<file path="config.mk">
export PLATFORM = sky130hd
export DESIGN_NAME = s0dq_decode_top
export DESIGN_NICKNAME = d
export VERILOG_FILES = /design/src/verilog/s0dq_pkg.sv /design/src/verilog/s0dq_if.sv /design/src/verilog/s0dq_decode_top.sv /design/src/verilog/s0dq_field_split.sv /design/src/verilog/s0dq_flag_banks.sv
export SDC_FILE = /design/constraint.sdc
export NUM_CORES = 1
export LEC_CHECK = 0
export BUFFER_PORTS_ARGS = -buffer_cell sky130_fd_sc_hd__clkbuf_2
export CORE_MARGIN = 4
export CORE_UTILIZATION = 35
export DETAILED_ROUTE_END_ITERATION = 7
export HOLD_SLACK_MARGIN = 0.12
export PLACE_DENSITY = 0.65
export SKIP_CTS_REPAIR_TIMING = 1
export SLEW_MARGIN = 20
export SYNTH_ARGS = -nofsm -noshare
export SYNTH_HDL_FRONTEND = slang
export SYNTH_HIERARCHICAL = 1
export SYNTH_SLANG_ARGS = --single-unit
</file>
<file path="constraint.sdc">
create_clock -name i_core_clk -period 2.1 [get_ports i_core_clk]
set_input_delay 0.21 -clock i_core_clk [delete_from_list [all_inputs] [get_ports i_core_clk]]
set_output_delay 0.21 -clock i_core_clk [all_outputs]
set_load 0.03 [all_outputs]
</file>
<file path="src/verilog/s0dq_pkg.sv">
// constants and types shared by the source-0 quad-lane direct decoder
package s0dq_pkg;

  // instruction word geometry
  localparam int WORD_W        = 32;
  localparam int RSVD_TOP_HI   = 31;
  localparam int RSVD_TOP_LO   = 26;
  localparam int FLAG_SEL_BIT  = 25;
  localparam int PITCH_HI      = 24;
  localparam int PITCH_LO      = 21;
  localparam int RSVD_MID_BIT  = 20;
  localparam int SWZ_HI        = 19;
  localparam int SWZ_LO        = 16;
  localparam int ADDR_KIND_BIT = 15;
  localparam int VMOD_HI       = 14;
  localparam int VMOD_LO       = 13;
  localparam int REG_HI        = 12;
  localparam int REG_LO        = 5;
  localparam int OFFS_BIT      = 4;
  localparam int LANE_HI       = 3;
  localparam int LANE_LO       = 0;

  // flag register: two sub-registers of sixteen flags each
  localparam int FLAG_BANK_W = 16;
  localparam int FLAG_BANKS  = 2;
  localparam logic [FLAG_BANK_W-1:0] FLAG_BANK_RST  = 16'h0000;
  localparam logic [FLAG_BANK_W-1:0] PRED_ALL_LANES = 16'hFFFF;

  // register bus map (byte addresses)
  localparam int AXI_ADDR_W = 8;
  localparam logic [AXI_ADDR_W-1:0] CTRL_OFS   = 8'h00;
  localparam logic [AXI_ADDR_W-1:0] STATUS_OFS = 8'h04;
  localparam logic [AXI_ADDR_W-1:0] COUNT_OFS  = 8'h08;
  localparam logic [AXI_ADDR_W-1:0] FLAGS_OFS  = 8'h0C;

  // field positions and reset values inside the registers
  localparam int CTRL_ENABLE_BIT   = 0;
  localparam logic CTRL_ENABLE_RST = 1'h1;
  localparam int ST_RSVD_BIT       = 0;
  localparam int ST_UNSUP_BIT      = 1;
  localparam int ST_OUT_VALID_BIT  = 2;
  localparam logic [WORD_W-1:0] COUNT_RST = 32'h0000_0000;

  // bus responses
  localparam logic [1:0] RESP_OKAY   = 2'h0;
  localparam logic [1:0] RESP_SLVERR = 2'h2;

  // operand addressing kind carried in the word
  typedef enum logic {
    S0DQ_ADDR_DIRECT,
    S0DQ_ADDR_INDIRECT
  } s0dq_addr_kind_e;

endpackage

</file>
<file path="src/verilog/s0dq_if.sv">
// carriers between the decoder core and its helper modules
`timescale 1ns/1ps

// operand fields pulled out of the third instruction word
interface s0dq_fields_if;
  logic       flag_bank_select;
  logic [3:0] row_pitch;
  logic [3:0] lane_swizzle_hi;
  logic       operand_addressing_kind;
  logic [1:0] operand_value_modifier;
  logic [7:0] operand_reg_index;
  logic       operand_reg_offset;
  logic [3:0] operand_lane_enable;
  logic       reserved_nonzero;
  modport src (output flag_bank_select, row_pitch, lane_swizzle_hi, operand_addressing_kind,
               operand_value_modifier, operand_reg_index, operand_reg_offset,
               operand_lane_enable, reserved_nonzero);
  modport dst (input flag_bank_select, row_pitch, lane_swizzle_hi, operand_addressing_kind,
               operand_value_modifier, operand_reg_index, operand_reg_offset,
               operand_lane_enable, reserved_nonzero);
endinterface

// access to the two flag sub-registers
interface s0dq_flag_if;
  logic        rd_sel;
  logic [15:0] rd_mask;
  logic        hw_wr;
  logic        hw_sel;
  logic [15:0] hw_flags;
  logic        sw_wr;
  logic [31:0] sw_data;
  logic [31:0] banks;
  modport bank (input rd_sel, hw_wr, hw_sel, hw_flags, sw_wr, sw_data,
                output rd_mask, banks);
  modport user (output rd_sel, hw_wr, hw_sel, hw_flags, sw_wr, sw_data,
                input rd_mask, banks);
endinterface

</file>
<file path="src/verilog/s0dq_decode_top.sv">
// source-0 doubleword decoder, direct quad-lane layout, with register slave
//
// The placing of the registers and the AXI4-Lite register port are this design's own decisions.
`timescale 1ns/1ps

// What this block does
// - Take source-0 operand and flag select from the third instruction word.
// - Pick layout by addressing and alignment; only direct quad-lane is decoded.
// - Bit 25 picks one of two sixteen-bit flag sub-registers.
// - With predication on, the picked sub-register gives the predication mask.
// - With condition modifier on, condition flags go to the picked sub-register.
// - With both on, one picked sub-register is source and destination.
// - Bits 24:21 give row pitch; ignored for an immediate source.
// - Bits 19:16 give lane swizzle bits 7:4; unused for an immediate.
// - Bit 15 gives operand addressing kind; ignored for an immediate.
// - Bits 14:13 give the operand value modifier; unused for an immediate.
// - Bits 12:5 give the operand register index; ignored for an immediate.
// - Bit 4 gives the 16-byte-aligned register offset; ignored for immediates.
// - Bits 3:0 give per-lane enables; ignored for an immediate.
module s0dq_decode_top
  import s0dq_pkg::*;
(
  // clock and reset
  input  wire logic                  i_core_clk,
  input  wire logic                  i_reset,
  // instruction from fetch
  input  wire logic                  i_insn_valid,
  output logic                       o_insn_ready,
  input  wire logic [WORD_W-1:0]     i_third_instruction_word,
  input  wire logic                  i_src0_is_imm,
  input  wire logic                  i_direct_addressing,
  input  wire logic                  i_quad_lane_alignment,
  input  wire logic                  i_pred_en,
  input  wire logic                  i_cond_mod_en,
  // decoded operand
  output logic                       o_dec_valid,
  output logic                       o_layout_unsupported,
  output logic                       o_flag_bank_select,
  output logic [3:0]                 o_row_pitch,
  output logic [3:0]                 o_lane_swizzle_hi,
  output logic                       o_operand_addressing_kind,
  output logic [1:0]                 o_operand_value_modifier,
  output logic [7:0]                 o_operand_reg_index,
  output logic                       o_operand_reg_offset,
  output logic [3:0]                 o_operand_lane_enable,
  output logic                       o_pred_active,
  output logic [FLAG_BANK_W-1:0]     o_pred_mask,
  output logic                       o_cond_write_en,
  // condition results from execution
  input  wire logic                  i_cond_valid,
  input  wire logic [FLAG_BANK_W-1:0] i_cond_flags,
  // axi4-lite slave
  input  wire logic [AXI_ADDR_W-1:0] i_s_axi_awaddr,
  input  wire logic                  i_s_axi_awvalid,
  output logic                       o_s_axi_awready,
  input  wire logic [WORD_W-1:0]     i_s_axi_wdata,
  input  wire logic [3:0]            i_s_axi_wstrb,
  input  wire logic                  i_s_axi_wvalid,
  output logic                       o_s_axi_wready,
  output logic [1:0]                 o_s_axi_bresp,
  output logic                       o_s_axi_bvalid,
  input  wire logic                  i_s_axi_bready,
  input  wire logic [AXI_ADDR_W-1:0] i_s_axi_araddr,
  input  wire logic                  i_s_axi_arvalid,
  output logic                       o_s_axi_arready,
  output logic [WORD_W-1:0]          o_s_axi_rdata,
  output logic [1:0]                 o_s_axi_rresp,
  output logic                       o_s_axi_rvalid,
  input  wire logic                  i_s_axi_rready
);

  typedef struct packed {
    logic                   ctrl_enable;
    logic                   rsvd_seen;
    logic                   unsup_seen;
    logic [WORD_W-1:0]      dec_count;
    logic                   dec_valid;
    logic                   unsup;
    logic                   flag_sel;
    logic [3:0]             row_pitch;
    logic [3:0]             swz_hi;
    logic                   addr_kind;
    logic [1:0]             vmod;
    logic [7:0]             reg_index;
    logic                   reg_offset;
    logic [3:0]             lane_en;
    logic                   pred_active;
    logic [FLAG_BANK_W-1:0] pred_mask;
    logic                   cond_en;
    logic                   aw_got;
    logic                   w_got;
    logic [AXI_ADDR_W-1:0]  aw_addr;
    logic [WORD_W-1:0]      w_data;
    logic [3:0]             w_strb;
    logic                   bvalid;
    logic [1:0]             bresp;
    logic                   rvalid;
    logic [1:0]             rresp;
    logic [WORD_W-1:0]      rdata;
  } s0dq_state_s;

  s0dq_state_s st_reg;
  s0dq_state_s st_next;

  s0dq_fields_if fld ();
  s0dq_flag_if   flg ();

  // field extraction and flag storage
  s0dq_field_split u_split (
    .i_third_instruction_word (i_third_instruction_word),
    .i_src0_is_imm            (i_src0_is_imm),
    .fields                   (fld.src)
  );

  s0dq_flag_banks u_flags (
    .i_core_clk (i_core_clk),
    .i_reset    (i_reset),
    .flag_port  (flg.bank)
  );

  logic                  insn_take;
  logic                  layout_ok;
  logic                  aw_take;
  logic                  w_take;
  logic                  ar_take;
  logic                  wr_fire;
  logic [AXI_ADDR_W-1:0] wr_addr;
  logic [WORD_W-1:0]     wr_data;
  logic [3:0]            wr_strb;
  logic [WORD_W-1:0]     wr_merged;
  logic [WORD_W-1:0]     wr_old;
  logic [WORD_W-1:0]     status_word;

  // handshakes are combinational; disabled decoder stalls fetch
  assign insn_take       = i_insn_valid && st_reg.ctrl_enable;
  assign layout_ok       = i_direct_addressing && i_quad_lane_alignment;
  assign aw_take         = i_s_axi_awvalid && o_s_axi_awready;
  assign w_take          = i_s_axi_wvalid && o_s_axi_wready;
  assign ar_take         = i_s_axi_arvalid && o_s_axi_arready;
  assign wr_fire         = (st_reg.aw_got || aw_take) && (st_reg.w_got || w_take) &&
                           !st_reg.bvalid;
  assign wr_addr         = st_reg.aw_got ? st_reg.aw_addr : i_s_axi_awaddr;
  assign wr_data         = st_reg.w_got ? st_reg.w_data : i_s_axi_wdata;
  assign wr_strb         = st_reg.w_got ? st_reg.w_strb : i_s_axi_wstrb;
  assign status_word     = {29'h0, st_reg.dec_valid, st_reg.unsup_seen, st_reg.rsvd_seen};

  // old value of the addressed word, for byte-lane merging
  always_comb begin
    wr_old = '0;
    if (wr_addr[AXI_ADDR_W-1:2] == CTRL_OFS[AXI_ADDR_W-1:2]) begin
      wr_old = {31'h0, st_reg.ctrl_enable};
    end else if (wr_addr[AXI_ADDR_W-1:2] == FLAGS_OFS[AXI_ADDR_W-1:2]) begin
      wr_old = flg.banks;
    end
  end

  // one generate lane per byte strobe
  for (genvar b = 0; b < 4; b++) begin : g_lane
    assign wr_merged[8*b +: 8] = wr_strb[b] ? wr_data[8*b +: 8] : wr_old[8*b +: 8];
  end

  // flag sub-register hookup: read select from the incoming word, write select from the registered decode
  assign flg.rd_sel   = fld.flag_bank_select;
  assign flg.hw_wr    = i_cond_valid && st_reg.cond_en;
  assign flg.hw_sel   = st_reg.flag_sel;
  assign flg.hw_flags = i_cond_flags;
  assign flg.sw_wr    = wr_fire && (wr_addr[AXI_ADDR_W-1:2] == FLAGS_OFS[AXI_ADDR_W-1:2]);
  assign flg.sw_data  = wr_merged;

  // next state: decode stage, status, and bus slave
  always_comb begin
    st_next           = st_reg;
    st_next.dec_valid = 1'b0;
    st_next.unsup     = 1'b0;
    if (insn_take) begin
      if (layout_ok) begin
        st_next.dec_valid   = 1'b1;
        st_next.flag_sel    = fld.flag_bank_select;
        st_next.row_pitch   = fld.row_pitch;
        st_next.swz_hi      = fld.lane_swizzle_hi;
        st_next.addr_kind   = fld.operand_addressing_kind;
        st_next.vmod        = fld.operand_value_modifier;
        st_next.reg_index   = fld.operand_reg_index;
        st_next.reg_offset  = fld.operand_reg_offset;
        st_next.lane_en     = fld.operand_lane_enable;
        st_next.pred_active = i_pred_en;
        // unpredicated instructions run every lane
        st_next.pred_mask   = i_pred_en ? flg.rd_mask : PRED_ALL_LANES;
        st_next.cond_en     = i_cond_mod_en;
        st_next.dec_count   = st_reg.dec_count + 32'h1;
      end else begin
        // other layouts belong to sibling decoders; flag it, emit nothing
        st_next.unsup   = 1'b1;
        st_next.cond_en = 1'b0;
      end
    end

    // write channel: address and data in either order
    if (aw_take) begin
      st_next.aw_got  = 1'b1;
      st_next.aw_addr = i_s_axi_awaddr;
    end
    if (w_take) begin
      st_next.w_got  = 1'b1;
      st_next.w_data = i_s_axi_wdata;
      st_next.w_strb = i_s_axi_wstrb;
    end
    if (st_reg.bvalid && i_s_axi_bready) begin
      st_next.bvalid = 1'b0;
    end
    if (wr_fire) begin
      st_next.aw_got = 1'b0;
      st_next.w_got  = 1'b0;
      st_next.bvalid = 1'b1;
      st_next.bresp  = RESP_OKAY;
      unique case (wr_addr[AXI_ADDR_W-1:2])
        CTRL_OFS[AXI_ADDR_W-1:2]: st_next.ctrl_enable = wr_merged[CTRL_ENABLE_BIT];
        STATUS_OFS[AXI_ADDR_W-1:2]: begin
          // write one to clear, but only in a strobed byte
          if (wr_strb[0] && wr_data[ST_RSVD_BIT]) begin
            st_next.rsvd_seen = 1'b0;
          end
          if (wr_strb[0] && wr_data[ST_UNSUP_BIT]) begin
            st_next.unsup_seen = 1'b0;
          end
        end
        COUNT_OFS[AXI_ADDR_W-1:2], FLAGS_OFS[AXI_ADDR_W-1:2]: st_next.bresp = RESP_OKAY;
        default: st_next.bresp = RESP_SLVERR;
      endcase
    end

    // sticky status: a new event beats a same-cycle clear
    if (insn_take && fld.reserved_nonzero) begin
      st_next.rsvd_seen = 1'b1;
    end
    if (insn_take && !layout_ok) begin
      st_next.unsup_seen = 1'b1;
    end

    // read channel: one-cycle answer
    if (st_reg.rvalid && i_s_axi_rready) begin
      st_next.rvalid = 1'b0;
    end
    if (ar_take) begin
      st_next.rvalid = 1'b1;
      st_next.rresp  = RESP_OKAY;
      unique case (i_s_axi_araddr[AXI_ADDR_W-1:2])
        CTRL_OFS[AXI_ADDR_W-1:2]:   st_next.rdata = {31'h0, st_reg.ctrl_enable};
        STATUS_OFS[AXI_ADDR_W-1:2]: st_next.rdata = status_word;
        COUNT_OFS[AXI_ADDR_W-1:2]:  st_next.rdata = st_reg.dec_count;
        FLAGS_OFS[AXI_ADDR_W-1:2]:  st_next.rdata = flg.banks;
        default: begin
          st_next.rdata = '0;
          st_next.rresp = RESP_SLVERR;
        end
      endcase
    end
  end

  // state register
  always_ff @(posedge i_core_clk) begin
    if (i_reset) begin
      st_reg             <= '0;
      st_reg.ctrl_enable <= CTRL_ENABLE_RST;
      st_reg.dec_count   <= COUNT_RST;
      st_reg.pred_mask   <= PRED_ALL_LANES;
    end else begin
      st_reg <= st_next;
    end
  end

  // outputs
  assign o_insn_ready              = st_reg.ctrl_enable;
  assign o_dec_valid               = st_reg.dec_valid;
  assign o_layout_unsupported      = st_reg.unsup;
  assign o_flag_bank_select        = st_reg.flag_sel;
  assign o_row_pitch               = st_reg.row_pitch;
  assign o_lane_swizzle_hi         = st_reg.swz_hi;
  assign o_operand_addressing_kind = st_reg.addr_kind;
  assign o_operand_value_modifier  = st_reg.vmod;
  assign o_operand_reg_index       = st_reg.reg_index;
  assign o_operand_reg_offset      = st_reg.reg_offset;
  assign o_operand_lane_enable     = st_reg.lane_en;
  assign o_pred_active             = st_reg.pred_active;
  assign o_pred_mask               = st_reg.pred_mask;
  assign o_cond_write_en           = st_reg.cond_en;
  assign o_s_axi_awready           = !st_reg.aw_got && !st_reg.bvalid;
  assign o_s_axi_wready            = !st_reg.w_got && !st_reg.bvalid;
  assign o_s_axi_bvalid            = st_reg.bvalid;
  assign o_s_axi_bresp             = st_reg.bresp;
  assign o_s_axi_arready           = !st_reg.rvalid;
  assign o_s_axi_rvalid            = st_reg.rvalid;
  assign o_s_axi_rdata             = st_reg.rdata;
  assign o_s_axi_rresp             = st_reg.rresp;
endmodule

</file>
<file path="src/verilog/s0dq_field_split.sv">
// field extraction for the direct quad-lane layout of the third word
`timescale 1ns/1ps

module s0dq_field_split
  import s0dq_pkg::*;
(
  // word and operand kind
  input  wire logic [WORD_W-1:0] i_third_instruction_word,
  input  wire logic              i_src0_is_imm,
  // split fields
  s0dq_fields_if.src             fields
);

  // flag select is not an operand field, so an immediate never masks it
  assign fields.flag_bank_select = i_third_instruction_word[FLAG_SEL_BIT];

  // operand fields read as zero for an immediate source
  always_comb begin
    fields.row_pitch               = '0;
    fields.lane_swizzle_hi         = '0;
    fields.operand_addressing_kind = S0DQ_ADDR_DIRECT;
    fields.operand_value_modifier  = '0;
    fields.operand_reg_index       = '0;
    fields.operand_reg_offset      = 1'b0;
    fields.operand_lane_enable     = '0;
    if (!i_src0_is_imm) begin
      fields.row_pitch               = i_third_instruction_word[PITCH_HI:PITCH_LO];
      fields.lane_swizzle_hi         = i_third_instruction_word[SWZ_HI:SWZ_LO];
      fields.operand_addressing_kind = i_third_instruction_word[ADDR_KIND_BIT];
      fields.operand_value_modifier  = i_third_instruction_word[VMOD_HI:VMOD_LO];
      fields.operand_reg_index       = i_third_instruction_word[REG_HI:REG_LO];
      fields.operand_reg_offset      = i_third_instruction_word[OFFS_BIT];
      fields.operand_lane_enable     = i_third_instruction_word[LANE_HI:LANE_LO];
    end
  end

  // loose bits only feed a status flag, never the operand controls
  assign fields.reserved_nonzero =
    (|i_third_instruction_word[RSVD_TOP_HI:RSVD_TOP_LO]) |
    i_third_instruction_word[RSVD_MID_BIT];

endmodule

</file>
<file path="src/verilog/s0dq_flag_banks.sv">
// the two sixteen-bit flag sub-registers
`timescale 1ns/1ps

module s0dq_flag_banks
  import s0dq_pkg::*;
(
  // clock and reset
  input  wire logic i_core_clk,
  input  wire logic i_reset,
  // bank access
  s0dq_flag_if.bank flag_port
);

  typedef struct packed {
    logic [FLAG_BANKS-1:0][FLAG_BANK_W-1:0] bank;
  } s0dq_bank_s;

  s0dq_bank_s st_reg;
  s0dq_bank_s st_next;

  // software preload first, so a same-cycle condition result wins
  always_comb begin
    st_next = st_reg;
    if (flag_port.sw_wr) begin
      st_next.bank = flag_port.sw_data;
    end
    if (flag_port.hw_wr) begin
      st_next.bank[flag_port.hw_sel] = flag_port.hw_flags;
    end
  end

  always_ff @(posedge i_core_clk) begin
    if (i_reset) begin
      st_reg <= '{bank: {FLAG_BANKS{FLAG_BANK_RST}}};
    end else begin
      st_reg <= st_next;
    end
  end

  // predication mask from the chosen sub-register
  assign flag_port.rd_mask = st_reg.bank[flag_port.rd_sel];
  assign flag_port.banks   = st_reg.bank;

endmodule

</file>
==> run_results.csv <==
group,metric,value,unit
setup_path,worstSetupEndpointType,"flip-flop",
floorplanning,die_height,176,µm
synth,yosys-mux-area-fraction,9.92,%
synth,synth_warnings,6,
synth,synth_enable_flop_cells,0,
final_layout,num-fill-cells,2789,
setup_path,worst_ep_arrival_time,2.47,ns
grt,maximum_number_of_pins_on_one_net_before_global_route_repair,55,
run_status,outcome,"finished with violations",
pwr,power.leakage,4.43,nW
final_layout,post_route_cells_drive_above_1_share,26.9,%
final_layout,n_antenna_cell,0,
placement,dpl_cell_area,10700,µm²
grt,grt-ovfl-total,0,
pwr,power_density,693,nW/µm²
final_layout,final_util,42.6,%
detailed_routing,detail_route.iter0.violations,558,
sta,worst_slack,-0.0925,ns
placement,gp_congestion,0.863,
synth,post_synth_simple_gate_area,21.6,%
synth,netlist-cell-type-count,58,
floorplanning,floorplan.io_pins,201,
synth,post_synth.cell_area_avg,8.71,µm²
sta,layout_worst_path_cycle_share,104,%
cts,cts.reportedPaths.clkPinSlew,0.07,ns
final_layout,fin_area,11800,µm²
setup_path,critical_path.reg2reg.startpoint,"st_reg[79]",
hold_path,holdCritPathClass,"input pin to flip-flop",
cts,numCtsBuffers,17,
hold_path,hold_path_startpoint,"i_third_instruction_word[14]",
sta,final-setup-viol-count,22,
detailed_routing,routed_wire_length_per_instance,17.5,µm
floorplanning,floorplan.core_area,27800,µm²
pwr,irDropWorstVdd,395,µV
pwr,clockPowerShare,40.3,%
setup_path,worstPathMaxFanout,32,
cts,cts.path.max_buffers,2,
setup_path,cp.required,2.38,ns
synth,synthesis.area,9840,µm²
synth,synthDominantAreaCellType,"sky130_fd_sc_hd__dfxtp_1",
cts,cts_sinks,192,
placement,placement.io_buffers,194,
flow_run,drv.max_cap_violation_count,0,
sta,maxSlewHeadroom,52.6,%
final_layout,register_area,3850,µm²
synth,yosys-top-cells-area,"sky130_fd_sc_hd__dfxtp_1 39%, sky130_fd_sc_hd__mux2i_1 7.6%, sky130_fd_sc_hd__nand2_1 6.6%",
grt,wire_length_of_the_first_global_routing_pass,44.2,mm
synth,postSynth.topFlopCell,"sky130_fd_sc_hd__dfxtp_1",
sta,finalHoldViolations,0,
floorplanning,number_of_rows_created_at_floorplan,61,
sta,slew_at_the_pin_closest_to_its_max_slew_limit,0.710,ns
setup_path,worstSetupStartpointType,"flip-flop",
detailed_routing,drt_first_pass_iters,7,
synth,synth_top_family_by_area,"simple AND/OR/NAND/NOR gates",
sta,rsz0062_at_grt,"yes",
sta,worst_clock_skew,0.0145,ns
run_status,violations,"setup timing",
pwr,sequentialPowerShare,46.6,%
synth,post_synth_most_frequent_cells,"192 x sky130_fd_sc_hd__dfxtp_1, 174 x sky130_fd_sc_hd__nand2_1, 82 x sky130_fd_sc_hd__a21oi_1",
synth,yosys_register_bits,192,
detailed_routing,via_count,8544,
detailed_routing,remaining_drc_errors,0,
detailed_routing,drt-vias-per-instance,5.12,
detailed_routing,final_antenna_net_count,0,
grt,first_global_vias,7910,
final_layout,layout.cells.non_filler,1669,
setup_path,timing.setup.critical_path_class,"flip-flop to flip-flop",
sta,timing.final.crit_period,2.19,ns
synth,yosys.area_share.xor_xnor,0.890,%
pwr,switching_part_of_the_total,27.6,%
final_layout,footprint_of_the_multi_input_gates,5040,µm²
synth,yosysMostFrequentCell,"sky130_fd_sc_hd__dfxtp_1",
cts,cts_root_buffer,"sky130_fd_sc_hd__clkbuf_16",
pwr,comb_power_share,13.1,%
synth,synth_cells,1129,
sta,achievable-frequency,456,MHz
pwr,power.switching,2.26,mW
sta,timing_max_transition_violations_final,0,
floorplanning,chipWidth,176,µm
final_layout,largest_register_ff_count,78,
synth,ys_async_sr_fraction,0,%
placement,place_hpwl,21.4,mm
final_layout,layout-area-overhead-vs-synth,20.3,%
pwr,internal_power,5.94,mW
synth,post_synth_top_area_share,39.1,%
placement,detailedPlace.worstSlack,-0.0788,ns
placement,dpl.cell_count,1592,
setup_path,crit_start,"st_reg[79]",
detailed_routing,routed_wl,29.2,mm
cts,htree_num_levels,4,
grt,grt_util_all_layers,18.1,%
synth,post_synth_fa_ha_maj_area_fraction,0.127,%
pwr,fin_total_pwr,8.20,mW
grt,antenna_found_initial,0,
floorplanning,fp.dieArea,30900,µm²
synth,synth_compound_area_share,17.9,%
synth,synth-seq-area-share,39.1,%
cts,tritoncts,"yes",
final_layout,nNetsFinal,1393,
floorplanning,floorplan.initialDensity,35.4,%
cts,clk-insertion-delay-late,0.44,ns
-- kinds of logic (layout without fill, tap and decap cells) --
logic type,after synthesis,after routing
other,1,2
xor gates and xnor gates,10,10
buffers and inverters,168,329
DFF,192,192
AOI/OAI and AO/OA,260,260
adders and majority gates,1,1
and+or+nand+nor,402,402
muxes,95,95
-- power groups by stage --
stage	clock network (mW)	registers [mW]	logic, mW
final	3.31	3.82	1.07
after global routing	3.53	3.83	1.17
after CTS	3.38	3.82	0.995
after detailed placement	0	3.91	0.992
after global placement	0	3.90	0.978
after floorplan	0	3.90	0.656
-- final timing paths --
path | end | slack (ns) | cells after the start
max reg2reg | u_flags/flag_port.banks[21] | -0.09 | 6
max | u_flags/flag_port.banks[21] | -0.09 | 6
min | o_operand_value_modifier[1] | 0.11 | 4
min reg2reg | st_reg[50] | 0.46 | 2
-- cells in the final DEF, fill, tap and decap left out, drive strengths merged, types with 21 or more instances in the layout --
cell type    Yosys  final
a21oi           82     82
buf            110     48
clkbuf          46    212
dlygate4sd3      0     44
nor2b           25     25
o2bb2ai         32     32
dfxtp          192    192
a22oi           32     32
nand2          175    175
a211oi          35     35
nor3b           38     38
mux2i           75     75
o21ai           56     56
inv             12     21
nor2            55     55
-- per-stage QoR --
stage	hold WS, ns	setup TNS [ns]
CTS	-0.0101	-1.06
floorplan	0.283	-0.434
global route	0.124	-3.85
detailed placement	0.445	-1.06
global placement	0.439	-0.193
finish	0.113	-0.599
-- per-layer routing --
| metal | up-vias | wire length [µm] | track usage (%) | part of all wire, % |
|---|---|---|---|---|
| met4 | 0 | 435 | 3.80 | 1.5 |
| met2 | 269 | 13700 | 29.4 | 47 |
| met5 | - | 0 | 0 | 0 |
| met1 | 4034 | 12700 | 23.3 | 43 |
| met3 | 21 | 2420 | 6.46 | 8.3 |
| li1 | 4220 | - | - | - |
-- area by class of cell --
type / count / share of cell area [%]
Multi-Input combinational cell: 770 / 42.6
Clock buffer: 19 / 3.83
Sequential cell: 192 / 32.5
Clock inverter: 13 / 1.17
Tap cell: 378 / 4.00
Timing Repair Buffer: 285 / 15.5
Inverter: 12 / 0.381
-- critical path: stages (launching register included) --
cell	delay, ns
sky130_fd_sc_hd__dfxtp_1	0.31
sky130_fd_sc_hd__or4b_1	0.51
sky130_fd_sc_hd__o22a_2	0.29
sky130_fd_sc_hd__nor3_2	0.23
sky130_fd_sc_hd__buf_12	0.28
sky130_fd_sc_hd__mux2i_1	0.28
sky130_fd_sc_hd__a211oi_2	0.11
No activity file was read; power rests on OpenSTA's default activity.
